$ cat config.mk
export PLATFORM = sky130hd
export DESIGN_NAME = src_top
export DESIGN_NICKNAME = d
export VERILOG_FILES = /design/src/verilog/src_pkg.sv /design/src/verilog/src_sync.sv /design/src/verilog/src_top.sv
export SDC_FILE = /design/constraint.sdc
export NUM_CORES = 1
export LEC_CHECK = 0
export BUFFER_PORTS_ARGS = -buffer_cell sky130_fd_sc_hd__buf_2
export CAP_MARGIN = 20
export CORE_ASPECT_RATIO = 1.25
export CORE_UTILIZATION = 53
export CTS_CLUSTER_DIAMETER = 200
export DETAILED_ROUTE_END_ITERATION = 16
export PLACE_DENSITY = 0.8
export SYNTH_ARGS = -nofsm -noshare
export SYNTH_HDL_FRONTEND = slang
export SYNTH_SLANG_ARGS = --single-unit
$ cat constraint.sdc
create_clock -name pclk -period 3.1 [get_ports pclk]
set_clock_uncertainty 0.15 [all_clocks]
set_input_delay 0.31 -clock pclk [delete_from_list [all_inputs] [get_ports pclk]]
set_output_delay 0.31 -clock pclk [all_outputs]
set_load 0.005 [all_outputs]
$ cat src/verilog/src_pkg.sv
/*
  Package for the system reset controller: register offsets, cause bits,
  target bits, reset values and timing constants.
  Assumes a 100 MHz pclk and APB with 32-bit data.
*/
package src_pkg;
  // Register byte offsets
  localparam logic [11:0] SRC_OFF_CAUSE = 12'h000;
  localparam logic [11:0] SRC_OFF_MASK = 12'h004;
  localparam logic [11:0] SRC_OFF_STATUS = 12'h008;
  localparam logic [11:0] SRC_OFF_RETAIN = 12'h00c;
  localparam logic [11:0] SRC_OFF_CTRL = 12'h010;

  // Cause bit positions, shared by cause, status and mask registers
  localparam int SRC_B_POR = 0;
  localparam int SRC_B_PIN = 1;
  localparam int SRC_B_WAKE = 2;
  localparam int SRC_B_SOFT = 3;
  localparam int SRC_B_LOCKUP = 4;
  localparam int SRC_B_WDOG = 5;
  localparam int SRC_B_BROWN = 6;
  localparam int SRC_NCAUSE = 7;

  // Target bit positions in the target vector
  localparam int SRC_T_CPU = 0;
  localparam int SRC_T_MODEM = 1;
  localparam int SRC_T_DEBUG = 2;
  localparam int SRC_T_DBGPORT = 3;
  localparam int SRC_T_RAM_NRET = 4;
  localparam int SRC_T_RAM_RET = 5;
  localparam int SRC_T_WDOG = 6;
  localparam int SRC_T_CAUSE = 7;
  localparam int SRC_T_PERIPH = 8;
  localparam int SRC_T_GPIO_SPU = 9;
  localparam int SRC_T_WAITST = 10;
  localparam int SRC_T_RDDELAY = 11;
  localparam int SRC_T_REGOSC = 12;
  localparam int SRC_T_GPRET = 13;
  localparam int SRC_NTGT = 14;

  // Reset values
  // Power-on is the cause recorded while presetn holds
  localparam logic [6:0] SRC_RST_CAUSE = 7'h01;
  localparam logic [6:0] SRC_RST_MASK = 7'h00;
  localparam logic [7:0] SRC_RST_RETAIN = 8'h00;
  localparam logic [13:0] SRC_ALL_TARGETS = 14'h3fff;

  // Least length of an issued reset pulse
  localparam int SRC_PULSE_NS = 100;
  localparam int SRC_CLK_NS = 10;
  localparam int SRC_PULSE_CYC = (SRC_PULSE_NS + SRC_CLK_NS - 1) / SRC_CLK_NS;
endpackage

$ cat src/verilog/src_sync.sv
/*
  Three-stage synchroniser with agreement filter for one asynchronous input.
  Assumes the input may change at any time relative to pclk.
*/
`timescale 1ns/1ps
module src_sync #(
  parameter logic RESET_VAL = 1'b0
) (
  input wire logic pclk,
  input wire logic presetn,
  input wire logic din,
  output logic dout
);
  typedef struct packed {
    logic s1;
    logic s2;
    logic s3;
    logic out;
  } src_sync_state_t;

  src_sync_state_t st;
  src_sync_state_t next_st;

  always_comb begin
    next_st = st;
    next_st.s1 = din;
    next_st.s2 = st.s1;
    next_st.s3 = st.s2;
    // Only a change seen by both later stages counts
    if (st.s2 == st.s3) begin
      next_st.out = st.s3;
    end
  end

  always_ff @(posedge pclk or negedge presetn) begin
    if (!presetn) begin
      st <= {4{RESET_VAL}};
    end else begin
      st <= next_st;
    end
  end

  assign dout = st.out;
endmodule

$ cat src/verilog/src_top.sv
/*
  System reset controller: collects the seven reset sources, drives one
  reset line per target, records the cause and offers an APB register file.
  Assumes presetn itself is the power-on reset of the always-on domain;
  pins and supervisor levels are asynchronous, core and watchdog inputs are
  on pclk.
*/
// Implementation choices: the address map and the APB interface to the registers.
`timescale 1ns/1ps
// Functional notes
// Latch the cause of the latest reset in a readable cause register.
// Hold everything in reset until supply good and regulator started.
// External reset pin low generates a pin reset.
// Wake from deep off generates a reset.
// Wake in debug mode leaves debug logic and debug port alone.
// Core reset request bit generates a soft reset.
// Watchdog timeout generates a watchdog reset.
// Brownout holds the system in reset while it lasts.
// Retained state survives deep off and sources not targeting it.
// Lockup and soft reset hit only CPU and modem among main targets.
// Wake resets CPU, modem, debug, plain RAM, watchdog; spares the rest.
// Watchdog and pin reset as wake; pin also resets the debug port.
// Brownout and power-on reset everything; brownout clears the cause.
// Lockup ignored in debug mode and in deep off.
// Watchdog source ignored in deep off.
// RAM is never cleared, only flagged as possibly corrupted.
// Lockup and soft reset peripherals, GPIO, protection, wait states.
// Wake resets peripherals and wait states only among settings.
// Watchdog and pin also reset regulators; brownout and power-on all.
module src_top
  import src_pkg::*;
#(
  parameter int PULSE_CYC = SRC_PULSE_CYC
) (
  input wire logic pclk,
  input wire logic presetn,
  input wire logic psel,
  input wire logic penable,
  input wire logic pwrite,
  input wire logic [11:0] paddr,
  input wire logic [31:0] pwdata,
  output logic [31:0] prdata,
  output logic pready,
  output logic pslverr,
  input wire logic supply_good,
  input wire logic regulator_started,
  input wire logic brownout,
  input wire logic external_reset_pin_n,
  input wire logic wake_from_off,
  input wire logic debug_mode,
  input wire logic deep_off,
  input wire logic system_reset_request_bit,
  input wire logic core_lockup,
  input wire logic watchdog_timeout,
  output logic [SRC_NTGT-1:0] target_rst,
  output logic ram_maybe_corrupt,
  output logic irq
);
  initial begin
    if (PULSE_CYC < 1 || PULSE_CYC > 255) begin
      $error("PULSE_CYC out of range");
    end
  end

  typedef enum logic [1:0] {
    SRC_ST_POWERUP = 2'b00,
    SRC_ST_RUN = 2'b01,
    SRC_ST_PULSE = 2'b10
  } src_fsm_t;

  typedef struct packed {
    src_fsm_t fsm;
    logic [7:0] cnt;
    logic [SRC_NTGT-1:0] tgt;
    logic [SRC_NCAUSE-1:0] cause;
    logic [SRC_NCAUSE-1:0] status;
    logic [SRC_NCAUSE-1:0] mask;
    logic [7:0] retain;
    logic ram_flag;
    logic wake_q;
    logic irq;
    logic [31:0] prdata;
    logic pready;
    logic pslverr;
  } src_state_t;

  src_state_t st;
  src_state_t next_st;

  logic pin_n_s;
  logic sup_s;
  logic reg_s;
  logic bo_s;

  src_sync #(.RESET_VAL(1'b1)) u_sync_pin (
    .pclk(pclk), .presetn(presetn), .din(external_reset_pin_n), .dout(pin_n_s));
  src_sync #(.RESET_VAL(1'b0)) u_sync_sup (
    .pclk(pclk), .presetn(presetn), .din(supply_good), .dout(sup_s));
  src_sync #(.RESET_VAL(1'b0)) u_sync_reg (
    .pclk(pclk), .presetn(presetn), .din(regulator_started), .dout(reg_s));
  src_sync #(.RESET_VAL(1'b0)) u_sync_bo (
    .pclk(pclk), .presetn(presetn), .din(brownout), .dout(bo_s));

  logic [SRC_NTGT-1:0] tgt_soft;
  logic [SRC_NTGT-1:0] tgt_wake;
  logic [SRC_NTGT-1:0] tgt_wdog;
  logic [SRC_NTGT-1:0] tgt_pin;

  // Target masks per source
  always_comb begin
    tgt_soft = '0;
    tgt_soft[SRC_T_CPU] = 1'b1;
    tgt_soft[SRC_T_MODEM] = 1'b1;
    tgt_soft[SRC_T_PERIPH] = 1'b1;
    tgt_soft[SRC_T_GPIO_SPU] = 1'b1;
    tgt_soft[SRC_T_WAITST] = 1'b1;
    tgt_wake = '0;
    tgt_wake[SRC_T_CPU] = 1'b1;
    tgt_wake[SRC_T_MODEM] = 1'b1;
    tgt_wake[SRC_T_DEBUG] = !debug_mode;
    tgt_wake[SRC_T_RAM_NRET] = 1'b1;
    tgt_wake[SRC_T_WDOG] = 1'b1;
    tgt_wake[SRC_T_PERIPH] = 1'b1;
    tgt_wake[SRC_T_WAITST] = 1'b1;
    tgt_wdog = tgt_soft | tgt_wake;
    tgt_wdog[SRC_T_DEBUG] = 1'b1;
    tgt_wdog[SRC_T_REGOSC] = 1'b1;
    tgt_pin = tgt_wdog;
    tgt_pin[SRC_T_DBGPORT] = 1'b1;
  end

  logic wake_rise;
  logic ev_pin;
  logic ev_soft;
  logic ev_lock;
  logic ev_wdog;
  logic [SRC_NCAUSE-1:0] ev_vec;
  logic [SRC_NTGT-1:0] ev_tgt;
  logic apb_acc;
  logic apb_rd;
  logic apb_wr;

  always_comb begin
    wake_rise = wake_from_off && !st.wake_q;
    ev_pin = !pin_n_s;
    ev_soft = system_reset_request_bit;
    ev_lock = core_lockup && !debug_mode && !deep_off;
    ev_wdog = watchdog_timeout && !deep_off;
    ev_vec = '0;
    ev_vec[SRC_B_PIN] = ev_pin;
    ev_vec[SRC_B_WAKE] = wake_rise;
    ev_vec[SRC_B_SOFT] = ev_soft;
    ev_vec[SRC_B_LOCKUP] = ev_lock;
    ev_vec[SRC_B_WDOG] = ev_wdog;
    ev_vec[SRC_B_BROWN] = bo_s;
    ev_tgt = '0;
    if (ev_soft || ev_lock) begin
      ev_tgt = ev_tgt | tgt_soft;
    end
    if (wake_rise) begin
      ev_tgt = ev_tgt | tgt_wake;
    end
    if (ev_wdog) begin
      ev_tgt = ev_tgt | tgt_wdog;
    end
    if (ev_pin) begin
      ev_tgt = ev_tgt | tgt_pin;
    end
    apb_acc = psel && penable && !st.pready;
    apb_rd = apb_acc && !pwrite;
    apb_wr = apb_acc && pwrite;
  end

  always_comb begin
    next_st = st;
    next_st.wake_q = wake_from_off;
    next_st.pready = apb_acc;
    next_st.pslverr = 1'b0;
    // Status is sticky; new events win over the read-clear
    if (apb_rd && paddr == SRC_OFF_STATUS) begin
      next_st.status = ev_vec;
    end else begin
      next_st.status = st.status | ev_vec;
    end
    case (st.fsm)
      SRC_ST_POWERUP: begin
        next_st.tgt = SRC_ALL_TARGETS;
        if (sup_s && reg_s && !bo_s) begin
          next_st.fsm = SRC_ST_RUN;
          next_st.tgt = '0;
        end
      end
      SRC_ST_RUN: begin
        if (bo_s) begin
          // Brownout behaves like power-up and clears the old cause
          next_st.fsm = SRC_ST_POWERUP;
          next_st.tgt = SRC_ALL_TARGETS;
          next_st.cause = '0;
          next_st.cause[SRC_B_BROWN] = 1'b1;
          next_st.retain = SRC_RST_RETAIN;
          next_st.ram_flag = 1'b1;
        end else if (ev_tgt != '0) begin
          next_st.fsm = SRC_ST_PULSE;
          next_st.tgt = ev_tgt;
          next_st.cnt = 8'(PULSE_CYC - 1);
          next_st.cause = ev_vec;
          if (ev_tgt[SRC_T_RAM_NRET]) begin
            next_st.ram_flag = 1'b1;
          end
        end
      end
      SRC_ST_PULSE: begin
        // Pin and request levels stretch the pulse while they persist
        if (bo_s) begin
          next_st.fsm = SRC_ST_RUN;
        end else if (ev_pin || ev_soft) begin
          next_st.tgt = st.tgt | ev_tgt;
          next_st.cnt = 8'(PULSE_CYC - 1);
        end else if (st.cnt == 8'h00) begin
          next_st.fsm = SRC_ST_RUN;
          next_st.tgt = '0;
        end else begin
          next_st.cnt = st.cnt - 8'h01;
        end
      end
      default: begin
        next_st.fsm = SRC_ST_POWERUP;
      end
    endcase
    if (apb_wr) begin
      case (paddr)
        SRC_OFF_MASK: next_st.mask = pwdata[SRC_NCAUSE-1:0];
        SRC_OFF_RETAIN: next_st.retain = pwdata[7:0];
        SRC_OFF_CTRL: next_st.ram_flag = st.ram_flag & ~pwdata[0];
        SRC_OFF_CAUSE: next_st.cause = st.cause & ~pwdata[SRC_NCAUSE-1:0];
        default: next_st.pslverr = 1'b1;
      endcase
    end
    next_st.prdata = '0;
    if (apb_rd) begin
      case (paddr)
        SRC_OFF_CAUSE: next_st.prdata = {25'h0, st.cause};
        SRC_OFF_MASK: next_st.prdata = {25'h0, st.mask};
        SRC_OFF_STATUS: next_st.prdata = {25'h0, st.status};
        SRC_OFF_RETAIN: next_st.prdata = {24'h0, st.retain};
        SRC_OFF_CTRL: next_st.prdata = {31'h0, st.ram_flag};
        default: next_st.pslverr = 1'b1;
      endcase
    end
    next_st.irq = |(next_st.status & next_st.mask);
  end

  always_ff @(posedge pclk or negedge presetn) begin
    if (!presetn) begin
      st <= '0;
      st.fsm <= SRC_ST_POWERUP;
      st.tgt <= SRC_ALL_TARGETS;
      st.cause <= SRC_RST_CAUSE;
      st.mask <= SRC_RST_MASK;
      st.retain <= SRC_RST_RETAIN;
      st.ram_flag <= 1'b1;
    end else begin
      st <= next_st;
    end
  end

  assign target_rst = st.tgt;
  assign ram_maybe_corrupt = st.ram_flag;
  assign irq = st.irq;
  assign prdata = st.prdata;
  assign pready = st.pready;
  assign pslverr = st.pslverr;
endmodule

**Word level (Yosys, flattened, before mapping)**

Index checks and enable logic that the tools add are counted.

- Bits of input ports: 59
- Word-level logic and storage cells: 128
- Flip-flop bits (word level): 106
- Output and inout bits: 50

- Reduce and logical (&&, ||, !) cells: 32
- Bitwise gates (word level): 8
- Add/subtract/negate cells: 1
- Equality and inequality tests: 19
- Muxes and demuxes: 39

Operator list:

| operator | count |
|---|---|
| $mux 22 | 2 |
| $mux 14 | 3 |
| $pmux 14 s3 | 1 |
| $mux 8 | 5 |
| $pmux 8 s5 | 1 |
| $mux 7 | 5 |
| $mux 31 | 1 |
| $mux 13 | 2 |
| $eq 12x4->1 const B | 2 |
| $mux 21 | 1 |
| $mux 16 | 1 |
| $pmux 8 s2 | 1 |
| $and 7x7->7 | 2 |
| $or 14x11->14 | 1 |
| $or 14x14->14 | 1 |
| $reduce_bool 14->1 | 1 |
| $eq 12x3->1 const B | 1 |
| $eq 12x5->1 const B | 1 |
| $logic_not 12->1 | 1 |
| $logic_and 1x1->1 | 11 |
| $mux 11 | 1 |
| $mux 2 | 5 |
| $mux 9 | 1 |
| $ne 3x2->1 const B | 3 |
| other kinds (23) | 45 |

**Longest topological paths before layout**

Gate-level depths: netlist (run 1).

- Word-level depth: 17
- Depth in mapped cells: 10
- Depth with buffers taken out: 8

**Hierarchy**

From an unflattened synthesis (run 1), not the netlist that was laid out.

- Cells, all modules: 377
- Area total of the unflattened synthesis: 3973.8 µm²

Modules (own cells, without submodules):

| module | instances | area each (µm²) | sequential area each (µm²) | cells each |
|---|---|---|---|---|
| src_top | 1 | 3523.4 | 1592.8 | 357 |
| src_sync (u_sync_bo ...) | 3 | 111.4 | 100.1 | 5 |
| src_sync (u_sync_pin) | 1 | 116.4 | 105.1 | 5 |

**Worst setup path after synthesis (run 1)**

OpenSTA, ideal clock, no wires.

- Path type: reg2reg
- Start: reg st (netlist bit pready)
- End: reg st (netlist bit irq)
- Data arrival time: 2065 ps
- Setup time: 135 ps
- Required time: 2815 ps
- Setup slack: 750 ps
- Cell stages (with the launch flop): 8
- Period minus slack after synthesis: 2350 ps
- Buffers on the path: 1
- Cells stage by stage: dfrtp_1 > and3b_1 > buf_2 > nand2_1 > nor4_4 > mux2_2 > a222oi_1 > nand3_1

RTL lines:

| element | line | text |
|---|---|---|
| start: declaration | src_top.sv:87 | `src_state_t st;` |
| start signal: assignment | src_top.sv:263 | `st <= next_st;` |

**Worst setup path after layout (run 1)**

- Start: reg st[89] (netlist name)
- End: reg st (netlist bit target_rst[11])

- Cells in the longest elaborated chain, start to end: 3
- Elaborated cells on any way between the ends: 9
- Classes of those cells: eq/ne: 5; mux: 1; reduce/logical: 3

RTL lines:

| element | line | text |
|---|---|---|
| $eq 2x2->1 (tied with other cells) | src_top.sv:185 | `case (st.fsm)` |
| $ne 3x3->1 (no line) (tied with other cells) | - |  |
| $reduce_and 4->1 (no line) | - |  |

Parallel ways exist; a longest one is shown, timed or not.
A chain may end at the register's enable or synchronous reset.

==> results of run 1 <==
## kinds of logic (layout without fill, tap and decap cells)
family | Yosys count | in the layout | share of synthesized area
other | 1 | 24 | 0.000920
AO/OA/AOI/OAI | 93 | 93 | 0.155
flip-flops | 79 | 79 | 0.490
buffers and inverters | 77 | 102 | 0.121
AND/OR/NAND/NOR | 109 | 109 | 0.145
adder cells (fa/ha/maj) | 11 | 11 | 0.0313
multiplexers | 22 | 22 | 0.0565
## worst max-delay path, cell delays in order, from the launching register on
cell and delay, ns:
dfrtp_1 0.44, inv_1 0.10, ha_1 0.31, or2b_1 0.31, nor3_1 0.24, or3b_1 0.49
nand2b_1 0.20, mux2_4 0.30
## worst max-delay path by stage
stage,start,to,cells after the start
detailed placement,paddr[9],irq,7
CTS,st[89],target_rst[11],7
floorplan,pready,irq,7
global placement,st[89],target_rst[11],7
global route,st[89],target_rst[11],7
finish,st[89],target_rst[11],7
## layout make-up
| cell class | count | area share |
|---|---|---|
| Inverter | 16 | 0.0135 |
| Clock buffer | 10 | 0.0287 |
| Multi-Input combinational cell | 259 | 0.375 |
| Clock inverter | 6 | 0.0194 |
| Timing Repair Buffer | 70 | 0.0888 |
| Tap cell | 92 | 0.0258 |
| Sequential cell | 79 | 0.449 |
## sequential cells by signal, summed over array words and instances (netlist names)
name / count
st: 40
target_rst: 11
prdata: 8
u_sync_bo.next_st: 2
u_sync_pin.next_st: 2
u_sync_reg.next_st: 2
u_sync_sup.next_st: 2
irq: 1
pready: 1
pslverr: 1
ram_maybe_corrupt: 1
u_sync_bo.dout: 1
u_sync_bo.st: 1
u_sync_pin.dout: 1
u_sync_pin.st: 1
u_sync_reg.dout: 1
u_sync_reg.st: 1
u_sync_sup.dout: 1
u_sync_sup.st: 1
## layout by cell type, fill, tap and decap left out, drive strengths merged, types with 3 or more instances in the layout
cell         Yosys  routed
nor2            29      29
conb             1      24
nor3             8       8
clkinv           0       3
o21ai           29      29
buf             53      63
nor4             4       4
a311oi           3       3
inv             16      16
mux2             5       5
o22a            10      10
or2              4       4
dfrtp           62      62
o31ai            6       6
a31oi            4       4
clkbuf           7      10
maj3             4       4
dlygate4sd3      0       7
dfstp           17      17
o21bai           3       3
mux2i           17      17
a21oi            9       9
nand2           34      34
nand2b           6       6
a21o            11      11
nand3            5       5
a21boi           4       4
and3             3       3
ha               7       7
## metal layers
| layer | track usage | share of wire | vias to the layer above |
|---|---|---|---|
| met1 | 0.268 | 0.41 | 1411 |
| met5 | 0 | 0 | - |
| met2 | 0.370 | 0.53 | 89 |
| met3 | 0.0409 | 0.047 | 11 |
| met4 | 0.100 | 0.018 | 0 |
| li1 | - | - | 1378 |
## power breakdown
group          total (mW)  internal (mW)  switching, mW  leakage (nW)
combinational        1.01          0.444          0.566          1.00
sequential           1.36           1.24          0.112         0.967
clock               0.833          0.452          0.381         0.106
total                3.20           2.14           1.06          2.08
## repair_timing
action                                  4_1_cts  5_1_grt
endpoints found under the setup margin        0        0
hold buffers                                  7        0
hold endpoints to repair                     60        0
resized for setup                             0        0
==> results.cfg, run 1 <==
[final_layout]
post-route-util = 0.602
fillers = 637
antenna_cells = 0
seq_area_sq_um = 2000
drive_above_1_share = 0.255
final_nets = 501
syn2layout_area_growth_pct = 9.24
stdcell_area_sq_um = 4450
multi_input_area_sq_um = 1670
stdcell_count = 532

[detailed_routing]
drt_pre_antenna_iters = 4
vias_per_cell = 5.43
drt_iter0_markers = 163
ant_nets = 0
routedWlPerCell_microns = 15.0
vias = 2889
drc = 0
postRouteWirelength_mm = 8.00

[power]
ir_drop_v = 0.000365
p_per_area_nw_per_um2 = 718
p_leak_nw = 2.08
power_mw = 3.20

[worst_setup_path]
rrSetupSlack_ns = 0.47
endpoint_kind = register
worst_setup_path_start_kind = register
r2r-end = target_rst[11]
reg2reg_from = st[89]
cp_max_fo = 16
reg2reg_depth = 7
worst-setup-path-type = register to register
worst_ep_required_time_ns = 3.23
worst_ep_arrival_time_ns = 2.76

[yosys]
synth.most_common_cell = dfrtp_1
yosys.cell_types.count = 63
ys.warnings.count = 0
synth_ff_type = dfrtp_1
syn_area_per_cell_sq_um = 10.4
yosys_register_bits = 79
ys_seq_area_frac = 0.490
synth_edf_count = 0
synth_area_sq_um = 4080
yosys.area.top_type_share = 0.381
syn_inst = 392
async_flop_share = 1.00
synth_area_leader_cell = dfrtp_1
synthTopCellsByCount = dfrtp_1 (62), buf_4 (46), nand2_1 (34)
netlist_top_cells_area = dfrtp_1 (38%), dfstp_2 (11%), buf_4 (8.5%), mux2i_1 (4.2%), o21ai_0 (3.4%)

[clocking]
cts-root-buf = clkbuf_8
h-tree-depth = 3
cts_tree = built
clk_pin_slew_ns = 0.09
clock-sinks = 79
clk-insertion-delay-late_ns = 0.36
clockBufferDepth = 2
postCtsSetupBuffers = 0
cts_buffers = 9

[timing]
timing.final.ws_setup_ns = 0.472
worst_slew_pin_slew_ns = 0.964
setup_tns_ns = 0
slew_violations = 0
worst_hold_slack_ns = 0.0456
post-route-period-util = 0.848
fmax_ghz = 0.381
rsz0062_at_grt = no
setup_viol = 0
relSlewSlack = 0.357
hold_violations = 0
finalCriticalPeriod_ns = 2.63

[global_routing]
grt_pass1_wl_mm = 13.4
grt_pass1_vias = 2843
overflow = 0
grt_util_all_layers = 0.218
antenna_found_initial = 0
grt_max_degree = 80

[job]
drv_cap = 0

[hold_path]
hold_path_class = input pin to register
min_from = pwdata[6]
holdPathEnd = st[43]
whs_path_depth = 3

[placement]
port_buffers = 60
place_inst = 509
gp_congestion = 0.875
place_hpwl_mm = 5.76
post-place-ws_ns = 0.474
dpl_cell_area_sq_um = 4170

[floorplanning]
die_area_sq_um = 8050
pin_count = 109
rows = 35
start_util = 0.551
core-area_sq_um = 7400
die_w_microns = 80.4
die_y_microns = 100

[outcome]
status = completed
Power figures use the tool's default switching activity.
==> run 2, diff against run 1 <==
==> constraint.sdc (replaced) <==
create_clock -name pclk -period 2.7 [get_ports pclk]
set_clock_uncertainty 0.15 [all_clocks]
set_input_delay 0.27 -clock pclk [delete_from_list [all_inputs] [get_ports pclk]]
set_output_delay 0.27 -clock pclk [all_outputs]
set_load 0.005 [all_outputs]
==> run 2 against run 1 <==
Cell area rose by 0.76%; via count rose by 1.1%; utilization rose by 0.46 points; global-route usage fell by 0.20 points; sequential share of layout area fell by 0.34 points; final cell count rose by 1.3%; clock power rose by 4.2%; worst setup slack got worse by 0.23 ns; critical path depth did not move; combinational power rose by 18%; sequential cell count did not move; sequential power rose by 15%; largest power group unchanged.
==> results.cfg, run 2 (synthesized netlist as in run 1, its figures left out) <==
[worst_setup_path]
cp_slowest_cell = dfrtp_1
endpoint_kind = register
r2r-end = target_rst[11]
worst_ep_arrival_time_ns = 2.59
cp_max_fo = 9
rrSetupSlack_ns = 0.24
cp_num_buf_inv = 1
worst-setup-path-type = register to register
reg2reg_from = st[89]
worstSetupEndpoint = target_rst[11]
worst_setup_path_start_kind = register
worst_ep_required_time_ns = 2.84
crit_start = st[89]
path_cells = inv_1 > ha_1 > or2b_1 > nor3_1 > or3b_1 > nand2b_1 > mux2_4
crit_cells = 7
reg2reg_depth = 7
cpPeakStageDelay_ns = 0.44
crit_family = simple AND/OR/NAND/NOR gates

[timing]
worst_slew_pin_slew_ns = 0.991
fmax_ghz = 0.407
finalCriticalPeriod_ns = 2.46
relSlewSlack = 0.339
hold_violations = 0
post-route-period-util = 0.910
rsz0062_at_grt = no
setup_viol = 0
setup_tns_ns = 0
slew_violations = 0

[detailed_routing]
ant_nets = 0
vias = 2921
drt_pre_antenna_iters = 4
drc = 0
postRouteWirelength_mm = 7.98
vias_per_cell = 5.42
routedWlPerCell_microns = 14.8
drt_iter0_markers = 189

[final_layout]
antenna_cells = 0
syn2layout_area_growth_pct = 10.1
top_register = st
drive_above_1_share = 0.262
final_cell_mix = dfrtp_1 (62), buf_2 (59), nand2_1 (34), nor2_1 (29), o21ai_0 (28)
layout_commonest_cell = dfrtp_1
largest_register_ffs = 40
stdcell_area_sq_um = 4490
final_nets = 508

[global_routing]
grt_pass1_vias = 2883
antenna_found_initial = 0
grt_pass1_wl_mm = 13.2
grt_util_all_layers = 0.216
overflow = 0
grt_max_degree = 80

[clocking]
cts_resized = 0
cts-root-buf = clkbuf_8
clockBufferDepth = 2
postCtsSetupBuffers = 0
cts_tree = built
clk_pin_slew_ns = 0.08
clk-insertion-delay-late_ns = 0.35
cts_buffers = 9
h-tree-depth = 3
clock-sinks = 79

[power]
ir_drop_v = 0.000479
p_leak_nw = 2.10
power_mw = 3.62
p_per_area_nw_per_um2 = 806

[floorplanning]
rows = 35
core-area_sq_um = 7400
pin_count = 109
die_w_microns = 80.4
start_util = 0.551
die_area_sq_um = 8050
die_y_microns = 100

[outcome]
status = completed

[placement]
place_hpwl_mm = 5.75
dpl_cell_area_sq_um = 4210
port_buffers = 60
gp_congestion = 0.858

[hold_path]
min_from = pwdata[4]
hold_path_class = input pin to register

[job]
drv_cap = 0
==> run 2: metal layers <==
metal | global-route usage | wire length, microns | part of all wire
met5 | 0 | 0 | 0
met4 | 0.107 | 181 | 0.023
met3 | 0.0373 | 368 | 0.046
met2 | 0.373 | 4080 | 0.51
met1 | 0.258 | 3350 | 0.42
==> run 2: how the worst min path moves through the flow <==
stage / end / slack, ns / cells past startpoint
5_1_grt: st[39] / 0.02 / 3
3_3_place_gp: u_sync_reg.next_st[1] / 0.18 / 0
6_report: st[41] / 0.02 / 3
2_1_floorplan: irq / -0.18 / 0
4_1_cts: st[41] / 0.01 / 3
3_5_place_dp: u_sync_reg.next_st[1] / 0.19 / 0
==> run 2: where the power goes <==
part,internal [mW],switching (mW),leakage (nW),total (mW)
sequential,1.43,0.128,0.967,1.56
clock,0.450,0.418,0.0964,0.868
combinational,0.537,0.655,1.04,1.19
==> run 2: layout make-up <==
| type | count | area, sq um |
|---|---|---|
| fill | 651 | 2910 |
| tap | 92 | 115 |
| inverter | 16 | 60.1 |
| sequential | 79 | 2000 |
| timing repair buffer | 77 | 450 |
| multi-input combinational | 259 | 1670 |
| clock inverter | 4 | 47.5 |
| clock buffer | 12 | 145 |
==> run 2: repair_timing <==
item,CTS,global route
endpoints found under the hold margin,69,0
hold buffers,8,0
setup endpoints to repair,0,0
==> run 2: worst min-delay path, delay by kind of cell <==
kind | cells | cell delay (ns)
AOI/OAI and AO/OA | 1 | 0.06
buffers and inverters | 1 | 0.11
and+or+nand+nor | 1 | 0.05
==> run 2: through the flow <==
| step | instances | hold WS (ns) | util | setup WS, ns |
|---|---|---|---|---|
| after floorplan | 415 | -0.176 | - | 0.350 |
| after global placement | 515 | 0.185 | 0.569 | 0.291 |
| after detailed placement | 515 | 0.187 | 0.569 | 0.244 |
| after CTS | 539 | 0.0129 | 0.606 | 0.265 |
| after global routing | 539 | 0.0224 | 0.606 | 0.0766 |
| final | 539 | 0.0240 | 0.606 | 0.243 |
==> run 3, diff against run 2 <==
--- a/config.mk
+++ b/config.mk
@@ -5,13 +5,14 @@
 export SDC_FILE = /design/constraint.sdc
 export NUM_CORES = 1
 export LEC_CHECK = 0
+export ABC_AREA = 1
 export BUFFER_PORTS_ARGS = -buffer_cell sky130_fd_sc_hd__buf_2
 export CAP_MARGIN = 20
 export CORE_ASPECT_RATIO = 1.25
-export CORE_UTILIZATION = 53
+export CORE_UTILIZATION = 54
 export CTS_CLUSTER_DIAMETER = 200
 export DETAILED_ROUTE_END_ITERATION = 16
-export PLACE_DENSITY = 0.8
+export PLACE_DENSITY = 0.81
 export SYNTH_ARGS = -nofsm -noshare
 export SYNTH_HDL_FRONTEND = slang
 export SYNTH_SLANG_ARGS = --single-unit
==> run 3 against run 2 <==
Final cell count increased by 25%; sequential power about the same; largest power group unchanged; area after synthesis increased by 7.5%; cell area increased by 6.5%; highest routed layer unchanged; worst setup slack improved by 0.16 ns; clock-buffer cell count decreased by 3; routed wire length increased by 13%.
==> results.cfg, run 3 <==
[worst_setup_path]
worst-setup-path-type = register to register
worst_ep_arrival_time_ns = 2.44
cpMostUsedCell = nand2_1
cp_slowest_cell = dfrtp_1
endpoint_kind = register
worst_setup_path_start_kind = register
worst_ep_required_time_ns = 2.85
cpPeakStageDelay_ns = 0.45
path_cells = inv_1 > ha_1 > inv_1 > nor2_1 > inv_1 > nand3_1 > nand2_1 > nand2_1 > nand2_1 > nand2_1
cp_max_fo = 9

[yosys]
syn_inst = 526
synth_area_sq_um = 4380
synth_top_family_by_area = simple AND/OR/NAND/NOR gates
netlist_top_cells_area = dfrtp_1 (35%), nand2_1 (13%), dfstp_2 (10%), buf_4 (8.4%), nand3_1 (4.1%)
synth_mux_area_frac = 0
syn_area_per_cell_sq_um = 8.33
synth.most_common_cell = nand2_1
yosys.cell_types.count = 39
synth_simple_gate_area_frac = 0.293
synth-xor-area-share = 0.00400
synth-adder-area-share = 0.0291
ys.warnings.count = 0
synth-compound-area-share = 0.0734
ys_seq_area_frac = 0.456
synth_area_leader_cell = dfrtp_1
synth_edf_count = 0
yosys_register_bits = 79
synthTopCellsByCount = nand2_1 (156), dfrtp_1 (62), buf_4 (49)
async_flop_share = 1.00
yosys.area.top_type_share = 0.354
synth_ff_type = dfrtp_1

[job]
drv_cap = 0

[clocking]
cts_buffers = 9
cts_hold_buffers = 7
h-tree-depth = 3
clk-insertion-delay-late_ns = 0.36
cts_tree = built
clock-sinks = 79
cts-root-buf = clkbuf_8
postCtsSetupBuffers = 0
cts_resized = 0
clockBufferDepth = 2
clk_pin_slew_ns = 0.09

[final_layout]
largest_register_ffs = 40
drive_above_1_share = 0.237
post-route-util = 0.610
multi_input_area_sq_um = 1840
antenna_cells = 0
final_cell_mix = nand2_1 (156), dfrtp_1 (62), buf_2 (59), inv_1 (44), nand3_1 (36)
fillers = 700
seq_area_sq_um = 2000
top_register = st
layout_commonest_cell = nand2_1
syn2layout_area_growth_pct = 9.11
final_nets = 639

[power]
p_per_area_nw_per_um2 = 816
p_leak_nw = 2.45
ir_drop_v = 0.000846

[timing]
hold_violations = 0
slew_violations = 0
setup_viol = 0
relSlewSlack = 0.350
fmax_ghz = 0.436
finalCriticalPeriod_ns = 2.29
rsz0062_at_grt = no
setup_tns_ns = 0
worst_slew_pin_slew_ns = 0.975
post-route-period-util = 0.850

[floorplanning]
die_area_sq_um = 8480
die_y_microns = 103
rows = 36
die_w_microns = 82.6
pin_count = 109
start_util = 0.559
core-area_sq_um = 7840

[detailed_routing]
routedWlPerCell_microns = 13.4
drt_pre_antenna_iters = 5
postRouteWirelength_mm = 9.00
vias = 3431
ant_nets = 0
drc = 0
drt_iter0_markers = 274
vias_per_cell = 5.10

[global_routing]
grt_util_all_layers = 0.229
grt_pass1_wl_mm = 14.5
grt_pass1_vias = 3112
grt_max_degree = 80
antenna_found_initial = 0
overflow = 0

[outcome]
status = completed

[placement]
gp_congestion = 0.855
port_buffers = 60
place_hpwl_mm = 6.56

[hold_path]
hold_path_class = input pin to register
[run 3: changes by cell type after synthesis, sizes merged, moves of 6 or more]
cell    before  now
a21o        11    0
clkbuf       7    0
inv         16   54
mux2i       17    0
nand2       34  163
nand2b       6    0
nand3        5   39
nand4        1   12
nor2        29   41
o21ai       29   41
o22a        10    0
[run 3: cells by family after synthesis]
group,Yosys count
flip-flops,79
other,1
adder cells (fa/ha/maj),11
buffers and inverters,111
AND/OR/NAND/NOR,265
XOR/XNOR,2
AO/OA/AOI/OAI,57
[run 3: metal layers]
metal	global-route usage	wire length, microns	part of all wire
met1	0.302	3920	0.44
met2	0.371	4520	0.50
met3	0.0451	416	0.046
met4	0.0942	146	0.016
met5	0	0	0
[run 3: area by class of cell]
type                    count  area share
multi-input cells         359       0.385
repair buffers             69      0.0812
inverters                  55      0.0435
clock inverters             7      0.0217
clock buffers               9      0.0259
well taps                  95      0.0249
flip-flops and latches     79       0.418
[run 3: critical path: cells and delay by family, from the launching register on]
kind | cells | cell delay (ns)
buffers and inverters | 3 | 0.46
flip-flops | 1 | 0.45
AND/OR/NAND/NOR | 6 | 0.82
adder cells (fa/ha/maj) | 1 | 0.35
[run 3: stage by stage]
| step | cell area, sq um | setup WS (ns) | total power, mW | cells | hold WS, ns |
|---|---|---|---|---|---|
| floorplan | 4470 | 0.982 | 2.70 | 549 | -0.176 |
| global placement | 4480 | 0.562 | 2.85 | 650 | 0.183 |
| detailed placement | 4480 | 0.472 | 2.90 | 650 | 0.190 |
| CTS | 4780 | 0.441 | 3.90 | 673 | 0.0363 |
| global route | 4780 | 0.218 | 4.19 | 673 | 0.0453 |
| finish | 4780 | 0.405 | 3.90 | 673 | 0.0444 |
[run 3: final timing paths]
| kind | startpoint | endpoint | slack, ns | cells past startpoint |
|---|---|---|---|---|
| min reg2reg | u_sync_bo.next_st[2] | u_sync_bo.next_st[1] | 0.21 | 0 |
| min in group asynchronous | presetn | st[89] | 0.47 | 2 |
| max in group asynchronous | presetn | st[57] | 1.30 | 2 |
| max | st[88] | target_rst[0] | 0.41 | 10 |
| min | pwdata[6] | st[43] | 0.04 | 3 |
| max reg2reg | st[88] | target_rst[0] | 0.41 | 10 |
[run 3: where the power goes]
group	switching (mW)	internal, mW	total [mW]
combinational	0.867	0.471	1.34
sequential	0.130	1.44	1.57
clock	0.462	0.532	0.993
total	1.46	2.44	3.90
